===== config.mk =====
export PLATFORM = sky130hd
export DESIGN_NAME = ssq_top
export DESIGN_NICKNAME = d
export VERILOG_FILES = /design/src/rtl/ssq_pkg.sv /design/src/rtl/ssq_top.sv
export SDC_FILE = /design/constraint.sdc
export NUM_CORES = 1
export LEC_CHECK = 0
export BUFFER_PORTS_ARGS = -buffer_cell sky130_fd_sc_hd__clkbuf_2
export CORE_UTILIZATION = 30
export CTS_BUF_LIST = sky130_fd_sc_hd__clkbuf_16
export CTS_CLUSTER_DIAMETER = 100
export DETAILED_ROUTE_END_ITERATION = 16
export PLACE_DENSITY = 0.54
export SYNTH_ARGS = -nofsm -noshare
export SYNTH_HDL_FRONTEND = slang
export SYNTH_SLANG_ARGS = --single-unit

===== constraint.sdc =====
create_clock -name REF_CLK -period 2.08 [get_ports REF_CLK]
set_input_delay 0.104 -clock REF_CLK [delete_from_list [all_inputs] [get_ports REF_CLK]]
set_output_delay 0.104 -clock REF_CLK [all_outputs]
set_load 0.005 [all_outputs]

===== src/rtl/ssq_pkg.sv =====
// constants for the synchronous serial transmit/receive sequencer
// How it works
// bit order select 0 shifts bit 7 first, 1 shifts bit 0 first, both directions
// transfer mode field 00 selects transmit, 01 selects receive
// writing the transmit buffer clears the transmit-buffer-empty flag
// after start, transfer-active flag rises on a serial clock falling edge
// transmit drives each data bit on serial clock falling edges in chosen order
// shift-in-progress flag is high from first falling edge through the byte
// buffer empty sets on rising edge after load; interrupt on the next falling edge
// internal clock: start alone does not transmit; a buffered byte is needed
// internal clock: load and clock output begin within one serial clock period
// external clock: buffer loads on the first incoming falling edge after start
// internal clock: clock parks high when no new byte; resumes after a write
// byte written during current byte follows directly without a gap
// external clock: shift start with empty buffer sets underrun, interrupt next fall
// clearing start finishes the current byte, drops active flag, output high
// external clock: peer side must clear start before the next byte begins
// abort stops at once and resets start, status, receive and transmit buffers
// serial output stays high while underrun is set; only abort recovers; the code also clears the flag on a status write of 0
// receive samples serial input on rising edges in the chosen bit order
// after eight bits the byte goes to the receive buffer, full flag, interrupt
// reading the receive buffer clears the receive-buffer-full flag
// internal clock: clock parks after each received byte until buffer is read
// external clock: unread buffer at byte end sets overrun, then interrupt
// while overrun is set incoming data is dropped, buffer and shifter kept
// writing 0 clears an error flag, 1 is ignored; stopping does not clear them
// internal clock: serial clock line stays high before and after transfers
package ssq_pkg;
    localparam int ADDR_W = 2;
    localparam logic [1:0] OFF_CTRL = 2'h0;
    localparam logic [1:0] OFF_STAT = 2'h1;
    localparam logic [1:0] OFF_DATA = 2'h2;
    localparam int C_ORDER = 0;
    localparam int C_MODE_LO = 1;
    localparam int C_MODE_HI = 2;
    localparam int C_START = 3;
    localparam int C_ABORT = 4;
    localparam int C_EXTCLK = 5;
    localparam int S_ACTIVE = 0;
    localparam int S_SHIFT = 1;
    localparam int S_TXE = 2;
    localparam int S_RXF = 3;
    localparam int S_TX_UNDERRUN_FLAG = 4;
    localparam int S_RX_OVERRUN_FLAG = 5;
    localparam logic [1:0] MODE_TX = 2'h0;
    localparam logic [1:0] MODE_RX = 2'h1;
    localparam logic [7:0] BUF_RST = 8'h00;
    localparam logic [2:0] LAST_BIT = 3'h7;
    localparam int SCK_HALF_CYC = 4;
endpackage


===== src/rtl/ssq_top.sv =====
// eight-bit synchronous serial port sequencer with register port and serial pins
`timescale 1ns/1ps
`default_nettype none
module ssq_top #(
    parameter int SCK_HALF = ssq_pkg::SCK_HALF_CYC
) (
    input wire logic REF_CLK,
    input wire logic RST_N,
    input wire logic CE,
    input wire logic [ssq_pkg::ADDR_W-1:0] ADDR,
    input wire logic [7:0] WDATA,
    input wire logic WR,
    input wire logic RD,
    output logic [7:0] RDATA,
    input wire logic SCK_I,
    output logic SCK_O,
    output logic SCK_OE,
    output logic SO,
    input wire logic SI,
    output logic IRQ
);
    logic order_q, start_q, ext_q;
    logic [1:0] mode_q;
    logic sck_s1_q, sck_s2_q, sck_s3_q, si_s1_q, si_s2_q;
    logic sck_q, oe_q;
    logic [7:0] div_q;
    logic active_q, sef_q, so_q, load_pend_q, irq_arm_q, irq_q;
    logic [2:0] rcnt_q;
    logic [7:0] tsh_q, rsh_q, txbuf_q, rxbuf_q, rdata_q;
    logic txe_q, rxf_q, tx_underrun_flag_q, rx_overrun_flag_q;
    logic wr_ctrl, wr_stat, wr_data, rd_data, abort;
    logic mode_tx, mode_rx, want, run_int;
    logic div_end, fall_ev, rise_ev;
    logic byte_start, tx_load, tx_under, byte_done, rx_done, rx_take;
    logic [7:0] rsh_d;

    assign wr_ctrl = CE && WR && (ADDR == ssq_pkg::OFF_CTRL);
    assign wr_stat = CE && WR && (ADDR == ssq_pkg::OFF_STAT);
    assign wr_data = CE && WR && (ADDR == ssq_pkg::OFF_DATA);
    assign rd_data = CE && RD && (ADDR == ssq_pkg::OFF_DATA);
    assign abort = wr_ctrl && WDATA[ssq_pkg::C_ABORT];

    assign mode_tx = (mode_q == ssq_pkg::MODE_TX);
    assign mode_rx = (mode_q == ssq_pkg::MODE_RX);

    // internal clock only runs a new byte when there is data to send or room to receive
    assign want = mode_tx ? (!txe_q && !tx_underrun_flag_q) : (mode_rx && !rxf_q && !rx_overrun_flag_q);
    assign run_int = sef_q || (start_q && want);
    assign div_end = (div_q == 8'(SCK_HALF - 1));

    // edges of the serial clock, whichever end makes it
    always_comb begin
        if (ext_q) begin
            fall_ev = CE && sck_s3_q && !sck_s2_q;
            rise_ev = CE && !sck_s3_q && sck_s2_q;
        end else begin
            fall_ev = CE && sck_q && run_int && div_end;
            rise_ev = CE && !sck_q && div_end;
        end
    end

    assign byte_start = fall_ev && !sef_q && start_q && (mode_tx || mode_rx);
    assign tx_load = byte_start && mode_tx && !txe_q && !tx_underrun_flag_q;
    assign tx_under = byte_start && mode_tx && (txe_q || tx_underrun_flag_q);
    assign byte_done = rise_ev && sef_q && (rcnt_q == ssq_pkg::LAST_BIT);
    assign rx_take = rise_ev && sef_q && mode_rx && !rx_overrun_flag_q;
    assign rx_done = byte_done && mode_rx;

    // next receive shifter value, assembled in the selected order
    always_comb begin
        if (order_q) begin
            rsh_d = {si_s2_q, rsh_q[7:1]};
        end else begin
            rsh_d = {rsh_q[6:0], si_s2_q};
        end
    end

    // pin synchronisers; the first stage feeds only the second
    always_ff @(posedge REF_CLK) begin
        if (!RST_N) begin
            sck_s1_q <= 1'b1;
            sck_s2_q <= 1'b1;
            sck_s3_q <= 1'b1;
            si_s1_q <= 1'b1;
            si_s2_q <= 1'b1;
        end else if (CE) begin
            sck_s1_q <= SCK_I;
            sck_s2_q <= sck_s1_q;
            sck_s3_q <= sck_s2_q;
            si_s1_q <= SI;
            si_s2_q <= si_s1_q;
        end
    end

    // control register; abort is a command and is never stored
    always_ff @(posedge REF_CLK) begin
        if (!RST_N) begin
            order_q <= 1'b0;
            mode_q <= ssq_pkg::MODE_TX;
            start_q <= 1'b0;
            ext_q <= 1'b0;
        end else if (wr_ctrl) begin
            order_q <= WDATA[ssq_pkg::C_ORDER];
            mode_q <= WDATA[ssq_pkg::C_MODE_HI:ssq_pkg::C_MODE_LO];
            start_q <= WDATA[ssq_pkg::C_START] && !abort;
            ext_q <= WDATA[ssq_pkg::C_EXTCLK];
        end
    end

    // internal serial clock divider; parks high while idle or waiting
    always_ff @(posedge REF_CLK) begin
        if (!RST_N) begin
            sck_q <= 1'b1;
            div_q <= 8'h00;
            oe_q <= 1'b0;
        end else if (CE) begin
            oe_q <= !ext_q;
            if (ext_q || abort) begin
                sck_q <= 1'b1;
                div_q <= 8'h00;
            end else if (sck_q && !run_int) begin
                div_q <= 8'h00;
            end else if (div_end) begin
                div_q <= 8'h00;
                sck_q <= !sck_q;
            end else begin
                div_q <= div_q + 8'h01;
            end
        end
    end

    // byte framing: active and shift flags, bit count
    always_ff @(posedge REF_CLK) begin
        if (!RST_N) begin
            active_q <= 1'b0;
            sef_q <= 1'b0;
            rcnt_q <= 3'h0;
        end else if (abort) begin
            active_q <= 1'b0;
            sef_q <= 1'b0;
            rcnt_q <= 3'h0;
        end else if (CE) begin
            if (byte_start) begin
                active_q <= 1'b1;
                sef_q <= 1'b1;
                rcnt_q <= 3'h0;
            end else if (byte_done) begin
                sef_q <= 1'b0;
            end else if (rise_ev && sef_q) begin
                rcnt_q <= rcnt_q + 3'h1;
            end
            // stop only between bytes, so a byte in flight always completes
            if (!byte_start && active_q && !sef_q && !start_q) begin
                active_q <= 1'b0;
            end
        end
    end

    // transmit shifter and serial output
    always_ff @(posedge REF_CLK) begin
        if (!RST_N) begin
            so_q <= 1'b1;
            tsh_q <= ssq_pkg::BUF_RST;
        end else if (abort) begin
            so_q <= 1'b1;
            tsh_q <= ssq_pkg::BUF_RST;
        end else if (CE) begin
            if (tx_underrun_flag_q || tx_under) begin
                so_q <= 1'b1;
            end else if (tx_load) begin
                so_q <= order_q ? txbuf_q[0] : txbuf_q[7];
                tsh_q <= order_q ? {1'b0, txbuf_q[7:1]} : {txbuf_q[6:0], 1'b0};
            end else if (fall_ev && sef_q && mode_tx) begin
                so_q <= order_q ? tsh_q[0] : tsh_q[7];
                tsh_q <= order_q ? {1'b0, tsh_q[7:1]} : {tsh_q[6:0], 1'b0};
            end else if (!active_q || !mode_tx) begin
                so_q <= 1'b1;
            end
        end
    end

    // transmit buffer and its empty flag
    always_ff @(posedge REF_CLK) begin
        if (!RST_N) begin
            txbuf_q <= ssq_pkg::BUF_RST;
            txe_q <= 1'b1;
            load_pend_q <= 1'b0;
        end else if (abort) begin
            txbuf_q <= ssq_pkg::BUF_RST;
            txe_q <= 1'b1;
            load_pend_q <= 1'b0;
        end else if (CE) begin
            // a write while the buffer is still full is dropped
            if (wr_data && txe_q) begin
                txbuf_q <= WDATA;
                txe_q <= 1'b0;
            end else if (rise_ev && load_pend_q) begin
                txe_q <= 1'b1;
            end
            if (tx_load) begin
                load_pend_q <= 1'b1;
            end else if (rise_ev) begin
                load_pend_q <= 1'b0;
            end
        end
    end

    // receive shifter, buffer and full flag
    always_ff @(posedge REF_CLK) begin
        if (!RST_N) begin
            rsh_q <= ssq_pkg::BUF_RST;
            rxbuf_q <= ssq_pkg::BUF_RST;
            rxf_q <= 1'b0;
        end else if (abort) begin
            rsh_q <= ssq_pkg::BUF_RST;
            rxbuf_q <= ssq_pkg::BUF_RST;
            rxf_q <= 1'b0;
        end else if (CE) begin
            if (rx_take) begin
                rsh_q <= rsh_d;
            end
            if (rx_done && !rx_overrun_flag_q && !rxf_q) begin
                rxbuf_q <= rsh_d;
                rxf_q <= 1'b1;
            end else if (rd_data) begin
                rxf_q <= 1'b0;
            end
        end
    end

    // error flags: hardware set wins over a software clear in the same cycle
    always_ff @(posedge REF_CLK) begin
        if (!RST_N) begin
            tx_underrun_flag_q <= 1'b0;
            rx_overrun_flag_q <= 1'b0;
        end else if (abort) begin
            tx_underrun_flag_q <= 1'b0;
            rx_overrun_flag_q <= 1'b0;
        end else if (CE) begin
            if (tx_under) begin
                tx_underrun_flag_q <= 1'b1;
            end else if (wr_stat && !WDATA[ssq_pkg::S_TX_UNDERRUN_FLAG]) begin
                tx_underrun_flag_q <= 1'b0;
            end
            if (rx_done && rxf_q && !rx_overrun_flag_q) begin
                rx_overrun_flag_q <= 1'b1;
            end else if (wr_stat && !WDATA[ssq_pkg::S_RX_OVERRUN_FLAG]) begin
                rx_overrun_flag_q <= 1'b0;
            end
        end
    end

    // serial interrupt: one-cycle pulse
    always_ff @(posedge REF_CLK) begin
        if (!RST_N) begin
            irq_arm_q <= 1'b0;
            irq_q <= 1'b0;
        end else if (abort) begin
            irq_arm_q <= 1'b0;
            irq_q <= 1'b0;
        end else if (CE) begin
            irq_q <= (fall_ev && irq_arm_q) || (rx_done && !rx_overrun_flag_q);
            if (tx_under || (rise_ev && load_pend_q)) begin
                irq_arm_q <= 1'b1;
            end else if (fall_ev) begin
                irq_arm_q <= 1'b0;
            end
        end else begin
            irq_q <= 1'b0;
        end
    end

    // register read port, data valid in the cycle after the strobe
    always_ff @(posedge REF_CLK) begin
        if (!RST_N) begin
            rdata_q <= 8'h00;
        end else if (CE && RD) begin
            unique case (ADDR)
                ssq_pkg::OFF_CTRL: rdata_q <= {2'h0, ext_q, 1'b0, start_q, mode_q, order_q};
                ssq_pkg::OFF_STAT: rdata_q <= {2'h0, rx_overrun_flag_q, tx_underrun_flag_q, rxf_q, txe_q, sef_q,
                    active_q};
                ssq_pkg::OFF_DATA: rdata_q <= rxbuf_q;
                default: rdata_q <= 8'h00;
            endcase
        end
    end

    assign RDATA = rdata_q;
    assign SCK_O = sck_q;
    assign SCK_OE = oe_q;
    assign SO = so_q;
    assign IRQ = irq_q;

    txe_clear_a: assert property (@(posedge REF_CLK) disable iff (!RST_N)
        (wr_data && txe_q && !abort) |=> !txe_q)
        else $error("tx buffer write did not clear empty flag");

    abort_stop_a: assert property (@(posedge REF_CLK) disable iff (!RST_N)
        abort |=> (!active_q && !sef_q && !start_q && txe_q && !rxf_q && rxbuf_q == 8'h00))
        else $error("abort did not reset the port");

    active_fall_a: assert property (@(posedge REF_CLK) disable iff (!RST_N)
        $rose(active_q) |-> $past(fall_ev))
        else $error("active flag rose without a falling edge");

    underrun_high_a: assert property (@(posedge REF_CLK) disable iff (!RST_N)
        (tx_underrun_flag_q && $past(tx_underrun_flag_q)) |-> SO)
        else $error("serial output low during underrun");

    rx_read_a: assert property (@(posedge REF_CLK) disable iff (!RST_N)
        (rd_data && !rx_done) |=> !rxf_q)
        else $error("rx buffer read did not clear full flag");

    rx_done_a: assert property (@(posedge REF_CLK) disable iff (!RST_N)
        (rx_done && !rxf_q && !rx_overrun_flag_q && !abort) |=> (rxf_q && IRQ && rxbuf_q == $past(rsh_d)))
        else $error("received byte not delivered");

    overrun_a: assert property (@(posedge REF_CLK) disable iff (!RST_N)
        (rx_done && rxf_q && !rx_overrun_flag_q && !abort) |=> (rx_overrun_flag_q && IRQ))
        else $error("overrun not flagged");

    overrun_hold_a: assert property (@(posedge REF_CLK) disable iff (!RST_N)
        (rx_overrun_flag_q && !abort) |=> $stable(rsh_q))
        else $error("shifter changed during overrun");

    sck_idle_a: assert property (@(posedge REF_CLK) disable iff (!RST_N)
        (!ext_q && !sef_q && !active_q && $past(!sef_q)) |-> SCK_O)
        else $error("internal clock not parked high");

    err_clear_a: assert property (@(posedge REF_CLK) disable iff (!RST_N)
        (wr_stat && WDATA[ssq_pkg::S_TX_UNDERRUN_FLAG] && tx_underrun_flag_q) |=> tx_underrun_flag_q)
        else $error("writing one cleared the underrun flag");
endmodule
`default_nettype wire


* After elaboration in Yosys (flattened, before gate mapping)
Cells that the tools add are included.
Word-level totals: register bits 73, logic and storage cells 184
Cells by class: add/subtract/negate cells 2, equal/unequal tests 7, multiplexer cells 40, bitwise logic cells 3, reduce and logical (&&, ||, !) cells 104
Operators with widths (number):
- $mux 8 | 8
- $logic_and 1x1->1 | 48
- $mux 1 | 28
- $pmux 8 s3 | 1
- $reduce_and 2->1 | 12
- $reduce_bool 2->1 | 11
- $logic_not 1->1 | 17
- $mux 3 | 3
- $reduce_and 3->1 | 3
- $add 8x1->8 const B | 1
- $eq 8x2->1 const B | 1
- $logic_or 1x1->1 | 8
- $eq 2x1->1 const B | 2
- $logic_not 2->1 | 2
- $ne 2x2->1 const B | 2
- $reduce_bool 4->1 | 1
- $add 3x1->3 const B | 1
- $eq 3x3->1 const B | 1
- $not 1->1 | 3
- $reduce_or 3->1 | 1
- $eq 2x2->1 const B | 1
- $reduce_or 2->1 | 1

* Depth between registers and ports, before layout
depth after elaboration 18, mapped depth 9, depth with buffers taken out 7

* Worst setup path after synthesis
No wires, ideal clock.
path kind reg2reg, start reg div_q[0], end reg tsh_q[0], setup time 0.117 ns, arrival time 2.027 ns, data required time 1.963 ns, path slack -0.065 ns, cell stages (with the launch flop) 8, path buffers 0, clock period less this slack 2.145 ns, cell sequence dfxtp_1 -> ha_1 -> nor4b_4 -> nand2_1 -> o41ai_4 -> nand2_2 -> mux2_1 -> a32o_1
Between the ends: longest elaborated chain between the ends 11, elaborated cells on any way between the ends 17, those cells by class 1 x eq/ne; 2 x mux; 1 x bitwise; 13 x reduce/logical
RTL lines:
- from (decl) | RTL line ssq_top.sv:26 | logic [7:0] div_q;
- from (signal assigned) | RTL line ssq_top.sv:127 | div_q <= div_q + 8'h01;
- $eq 8x2->1 * | RTL line ssq_top.sv:49 | assign div_end = (div_q == 8'(SCK_HALF - 1));
- $logic_and 1x1->1 * | RTL line ssq_top.sv:57 | fall_ev = CE && sck_q && run_int && div_end;
- $mux 1 * | RTL line ssq_top.sv:53 | if (ext_q) begin
- $logic_and 1x1->1 (3 in series) | RTL line ssq_top.sv:62 | assign byte_start = fall_ev && !sef_q && start_q && (mode_tx || mode_rx);
- $logic_and 1x1->1 | RTL line ssq_top.sv:63, ssq_top.sv:64
- $logic_and 1x1->1 (on tied branches) | RTL line ssq_top.sv:63, ssq_top.sv:64
- $logic_and 1x1->1 / $logic_or 1x1->1 (equally long branches) | RTL line ssq_top.sv:63, ssq_top.sv:168
- $reduce_bool 2->1 (no source line) / $not 1->1 (equally long branches)
- $reduce_and 3->1 (no source line)
- to (signal assigned) | RTL line ssq_top.sv:163 | tsh_q <= ssq_pkg::BUF_RST;
- to (signal assigned) | RTL line ssq_top.sv:166 | tsh_q <= ssq_pkg::BUF_RST;
- to (signal assigned) | RTL line ssq_top.sv:172 | tsh_q <= order_q ? {1'b0, txbuf_q[7:1]} : {txbuf_q[6:0], 1'b0};
- to (decl) | RTL line ssq_top.sv:29 | logic [7:0] tsh_q, rsh_q, txbuf_q, rxbuf_q, rdata_q;
Mark *: on every way between the ends. The rest lies on a longest branch, timed or not. A chain may end at the register's enable or synchronous reset.

* Worst setup path in the final report
start reg div_q[1], end reg tsh_q[7]
Same word-level chain as after synthesis.

==> metrics.md <==
| Metric | Value |
|---|---|
| RSZ-0062 raised after global routing | `yes` |
| IO Count | `29` |
| Via-per-instance ratio | `5.183` |
| Die area | `0.01276 mm²` |
| Worst VDD drop | `0.5157 mV` |
| Worst Setup Slack, final | `-0.05434 ns` |
| Kind of cell adding the most delay to the critical path | `simple AND/OR/NAND/NOR gates` |
| Port Buffers | `28` |
| Power Density | `627.3 mW/mm²` |
| CP endpoint kind | `register` |
| Initial antenna violation count | `0` |
| Worst reg2reg setup slack | `-0.05 ns` |
| Post-synthesis to final-layout area growth | `28.41%` |
| H-tree depth | `3` |
| Gr busiest metal | `met2` |
| Outcome | `complete, but fails checks` |
| Worst r2r src | `div_q[1]$_SDFFE_PN0P_` |
| Clk_lat worst skew | `0.34 ns` |
| RePlAce Congestion | `0.7793` |
| Final core occ | `39.50%` |
| CP Class | `reg -> reg` |
| Ys flop type | `dfxtp_1` |
| # diodes | `0` |
| Crit start category | `register` |
| Post-Place Worst Slack | `-0.05154 ns` |
| Rows | `40` |
| Final Max Tran Viols | `0` |
| Register area share after synthesis | `39.55%` |
| DR iter-0 viols | `200` |
| Final Cycle Share | `102.6%` |
| Final setup viols | `2` |
| GRT met3 Usage | `4.071%` |
| Crit path from | `div_q[1]$_SDFFE_PN0P_` |
| Synth warn | `0` |
| Total power draw | `2976 µW` |
| Hold_sp | `WDATA[6]` |
| Syn Area/Cell | `9.078 µm²` |
| Flop pwr share | `48.1%` |
| Die Y | `113.0 µm` |
| GRT Util Overall | `16.13%` |
| Hold EP | `txbuf_q[6]$_SDFFE_PP0P_` |
| Static leakage | `0.001825 µW` |
| M2 GR Usage | `26.75%` |
| Cell area after synthesis | `0.003695 mm²` |
| Reg2reg end | `tsh_q[7]$_SDFFE_PP0P_` |
| Switch share | `23.58%` |
| CP max-delay cell | `dfxtp_2` |
| Switching pwr | `701.9 µW` |
| Cts bufs inserted | `9` |
| CTS tree | `yes` |
| Setup TNS | `-0.1067 ns` |
| Area of the core | `0.01201 mm²` |
| Clock root cell | `clkbuf_16` |
| Final non-filler cell total | `624` |
| Number of global-route vias before repair | `3215` |
| Clock sink count | `73` |
| Wirelength per Cell | `16.00 µm` |
| Slowest Stage Delay on Critical Path | `0.35 ns` |
| Worst R2R Path Depth | `8` |
| Clock transition at path regs | `0.06 ns` |
| CP max FO | `3` |
| Critical path buffers and inverters | `1` |
| #FFs+latches synth | `73` |
| Hold Vio Cnt, Final | `0` |
| CP dominant cell by count | `nand2_2` |
| Number of flops mapped to enable cells by yosys | `0` |
| ANT nets after route | `0` |
| Post-Synthesis Cells | `407` |
| Minimum clock period | `2.134 ns` |
| Share of layout cells above drive strength 1 | `27.25%` |
| Comb pwr share | `6.2%` |
| First-pass GRT wire length | `16130 µm` |
| Number of detailed-route iterations in the first pass | `5` |
| Maximum buffer depth of the clock tree | `2` |
| DP Wirelength | `7212 µm` |
| DRC violations left | `0` |
| Yosys cell types | `58` |
| Gr ovfl total | `0` |
| Chip width | `113.0 µm` |
| Internal | `2275 µW` |
| Clock Power Share | `45.7%` |
| HP Class | `in -> reg` |
| CP Data Required Time | `2.31 ns` |
| Failing checks | `setup timing` |
| Starting Density | `30.76%` |
| Syn_nets | `427` |
| Placed Cells | `595` |
| Critical-path cell list | `ha_4 > nor4b_4 > nand2_2 > buf_4 > o41ai_4 > nand2_2 > mux2_4 > a32o_1` |
| Drt total wl | `9985 µm` |
| Layout net count | `492` |
| CP arrival | `2.36 ns` |
| Worst-Margin Slew | `0.4938 ns` |
| Slew Limit Headroom | `67.01%` |
| Largest net degree at the start of global routing | `26` |
| Clock Skew | `0.006998 ns` |
| Fmax | `468.5 MHz` |
| Max-cap viol count | `0` |
| Fraction of registers with async set/reset | `0%` |
| GR Util met1 | `20.60%` |
| Via count | `3234` |
| Hold Path Depth | `3` |
-- power groups by stage --
| stage | clock, µW | sequential [µW] | combinational, µW |
|---|---|---|---|
| floorplan | 0 | 1460 | 107 |
| global placement | 0 | 1460 | 177 |
| detailed placement | 0 | 1460 | 179 |
| CTS | 1390 | 1430 | 183 |
| global route | 1440 | 1430 | 203 |
| finish | 1360 | 1430 | 185 |
-- metal layers --
layer	share of wire (%)	up-vias
met4	1.5	0
met1	48	1552
met3	3.5	14
li1	-	1625
met2	47	43
met5	0	-
-- worst max-delay path by stage --
stage | cells after the start | endpoint | slack, ns
4_1_cts | 8 | tsh_q[0]$_SDFFE_PP0P_ | -0.02
2_1_floorplan | 9 | rxbuf_q[5]$_SDFFE_PP0P_ | 0.01
3_3_place_gp | 8 | tsh_q[7]$_SDFFE_PP0P_ | -0.02
3_5_place_dp | 8 | tsh_q[0]$_SDFFE_PP0P_ | -0.05
5_1_grt | 8 | tsh_q[7]$_SDFFE_PP0P_ | -0.14
6_report | 8 | tsh_q[7]$_SDFFE_PP0P_ | -0.05
-- worst min-delay path: stages --
cell and delay, ns:
clkbuf_2 0.08, mux2i_1 0.05, nor2_1 0.08
-- cell families (layout without fill, tap and decap cells) --
kind of cell             Yosys count  in the layout  share of synthesized area (%)
AO/OA/AOI/OAI                     90             90                          18.05
XOR/XNOR                           1              1                         0.2371
adder cells (fa/ha/maj)            3              3                          1.016
buffers and inverters             31            101                          3.657
flip-flops                        73             73                          39.55
multiplexers                      50             50                          13.78
AND/OR/NAND/NOR                  159            159                          23.70
-- flip-flops by register name, indices dropped and copies added, names as in the netlist, 2 cells and up --
name / flops
mode_q: 2
rcnt_q: 3
tsh_q: 8
rxbuf_q: 8
txbuf_q: 8
div_q: 8
rsh_q: 8
RDATA: 8
-- stage by stage --
step,hold slack [ns],cell area (µm²)
2_1_floorplan,0.2324,3720
3_3_place_gp,0.3207,4242
3_5_place_dp,0.3274,4242
4_1_cts,0.009405,4533
5_1_grt,0.05612,4745
6_report,0.01535,4745
-- placed cells by master, fill, tap and decap left out, drive strengths merged, types with 3 or more instances in the layout --
cell / count
a2111oi: 5
a211oi: 23
a21oi: 12
a221oi: 3
a22o: 6
a22oi: 5
a311oi: 4
a31oi: 3
and2: 7
and3: 3
and3b: 3
buf: 49
clkbuf: 38
clkinv: 3
dfxtp: 73
ha: 3
inv: 8
mux2: 7
mux2i: 43
nand2: 24
nand2b: 13
nand3: 11
nand4: 3
nor2: 54
nor2b: 15
nor3: 10
o21ai: 12
o22ai: 3
or3: 3
-- area by class of cell --
class                      instances  area [µm²]
sequential                        73        1464
timing repair buffer              80       609.3
fill                            1238        7267
inverter                           5       18.77
multi-input combinational        303        2212
clock buffer                       9       225.2
clock inverter                     7       31.28
tap                              147       183.9
-- timing repair --
item / 4_1_cts / 5_1_grt
cloned: 0 / 1
buffers inserted: 1 / 9
pin swaps: 2 / 9
endpoints found under the hold margin: 2 / 0
setup endpoints to repair: 8 / 23
hold buffers: 2 / 0
gates resized for setup: 2 / 32
-- synth_stat cells (2+ instances only) --
master,count,area (µm²)
dfxtp_1,73,1461
nor2_1,54,202.7
mux2i_1,43,430.4
nand2_1,23,86.33
a211oi_1,22,165.2
clkbuf_1,19,71.32
nor2b_1,15,93.84
nand2b_1,13,81.33
a21oi_1,12,60.06
nand3_1,11,55.05
o21ai_0,11,55.05
nor3_1,8,40.04
and2_1,7,43.79
a22o_1,6,52.55
a2111oi_0,5,43.79
a22oi_1,5,37.54
inv_1,5,18.77
mux2_2,5,56.30
a311oi_1,4,35.03
a221oi_1,3,26.28
a31oi_1,3,18.77
and3_1,3,18.77
and3b_1,3,26.28
buf_2,3,15.01
ha_1,3,37.54
nand4_1,3,18.77
o22ai_1,3,18.77
or3_1,3,18.77
a21o_1,2,15.01
a32o_1,2,20.02
buf_4,2,15.01
mux2_1,2,22.52
nand3b_1,2,15.01
nor3b_1,2,15.01
nor4b_4,2,47.55
o211ai_1,2,15.01
o21a_1,2,15.01
No activity file was read; power rests on OpenSTA's default activity.
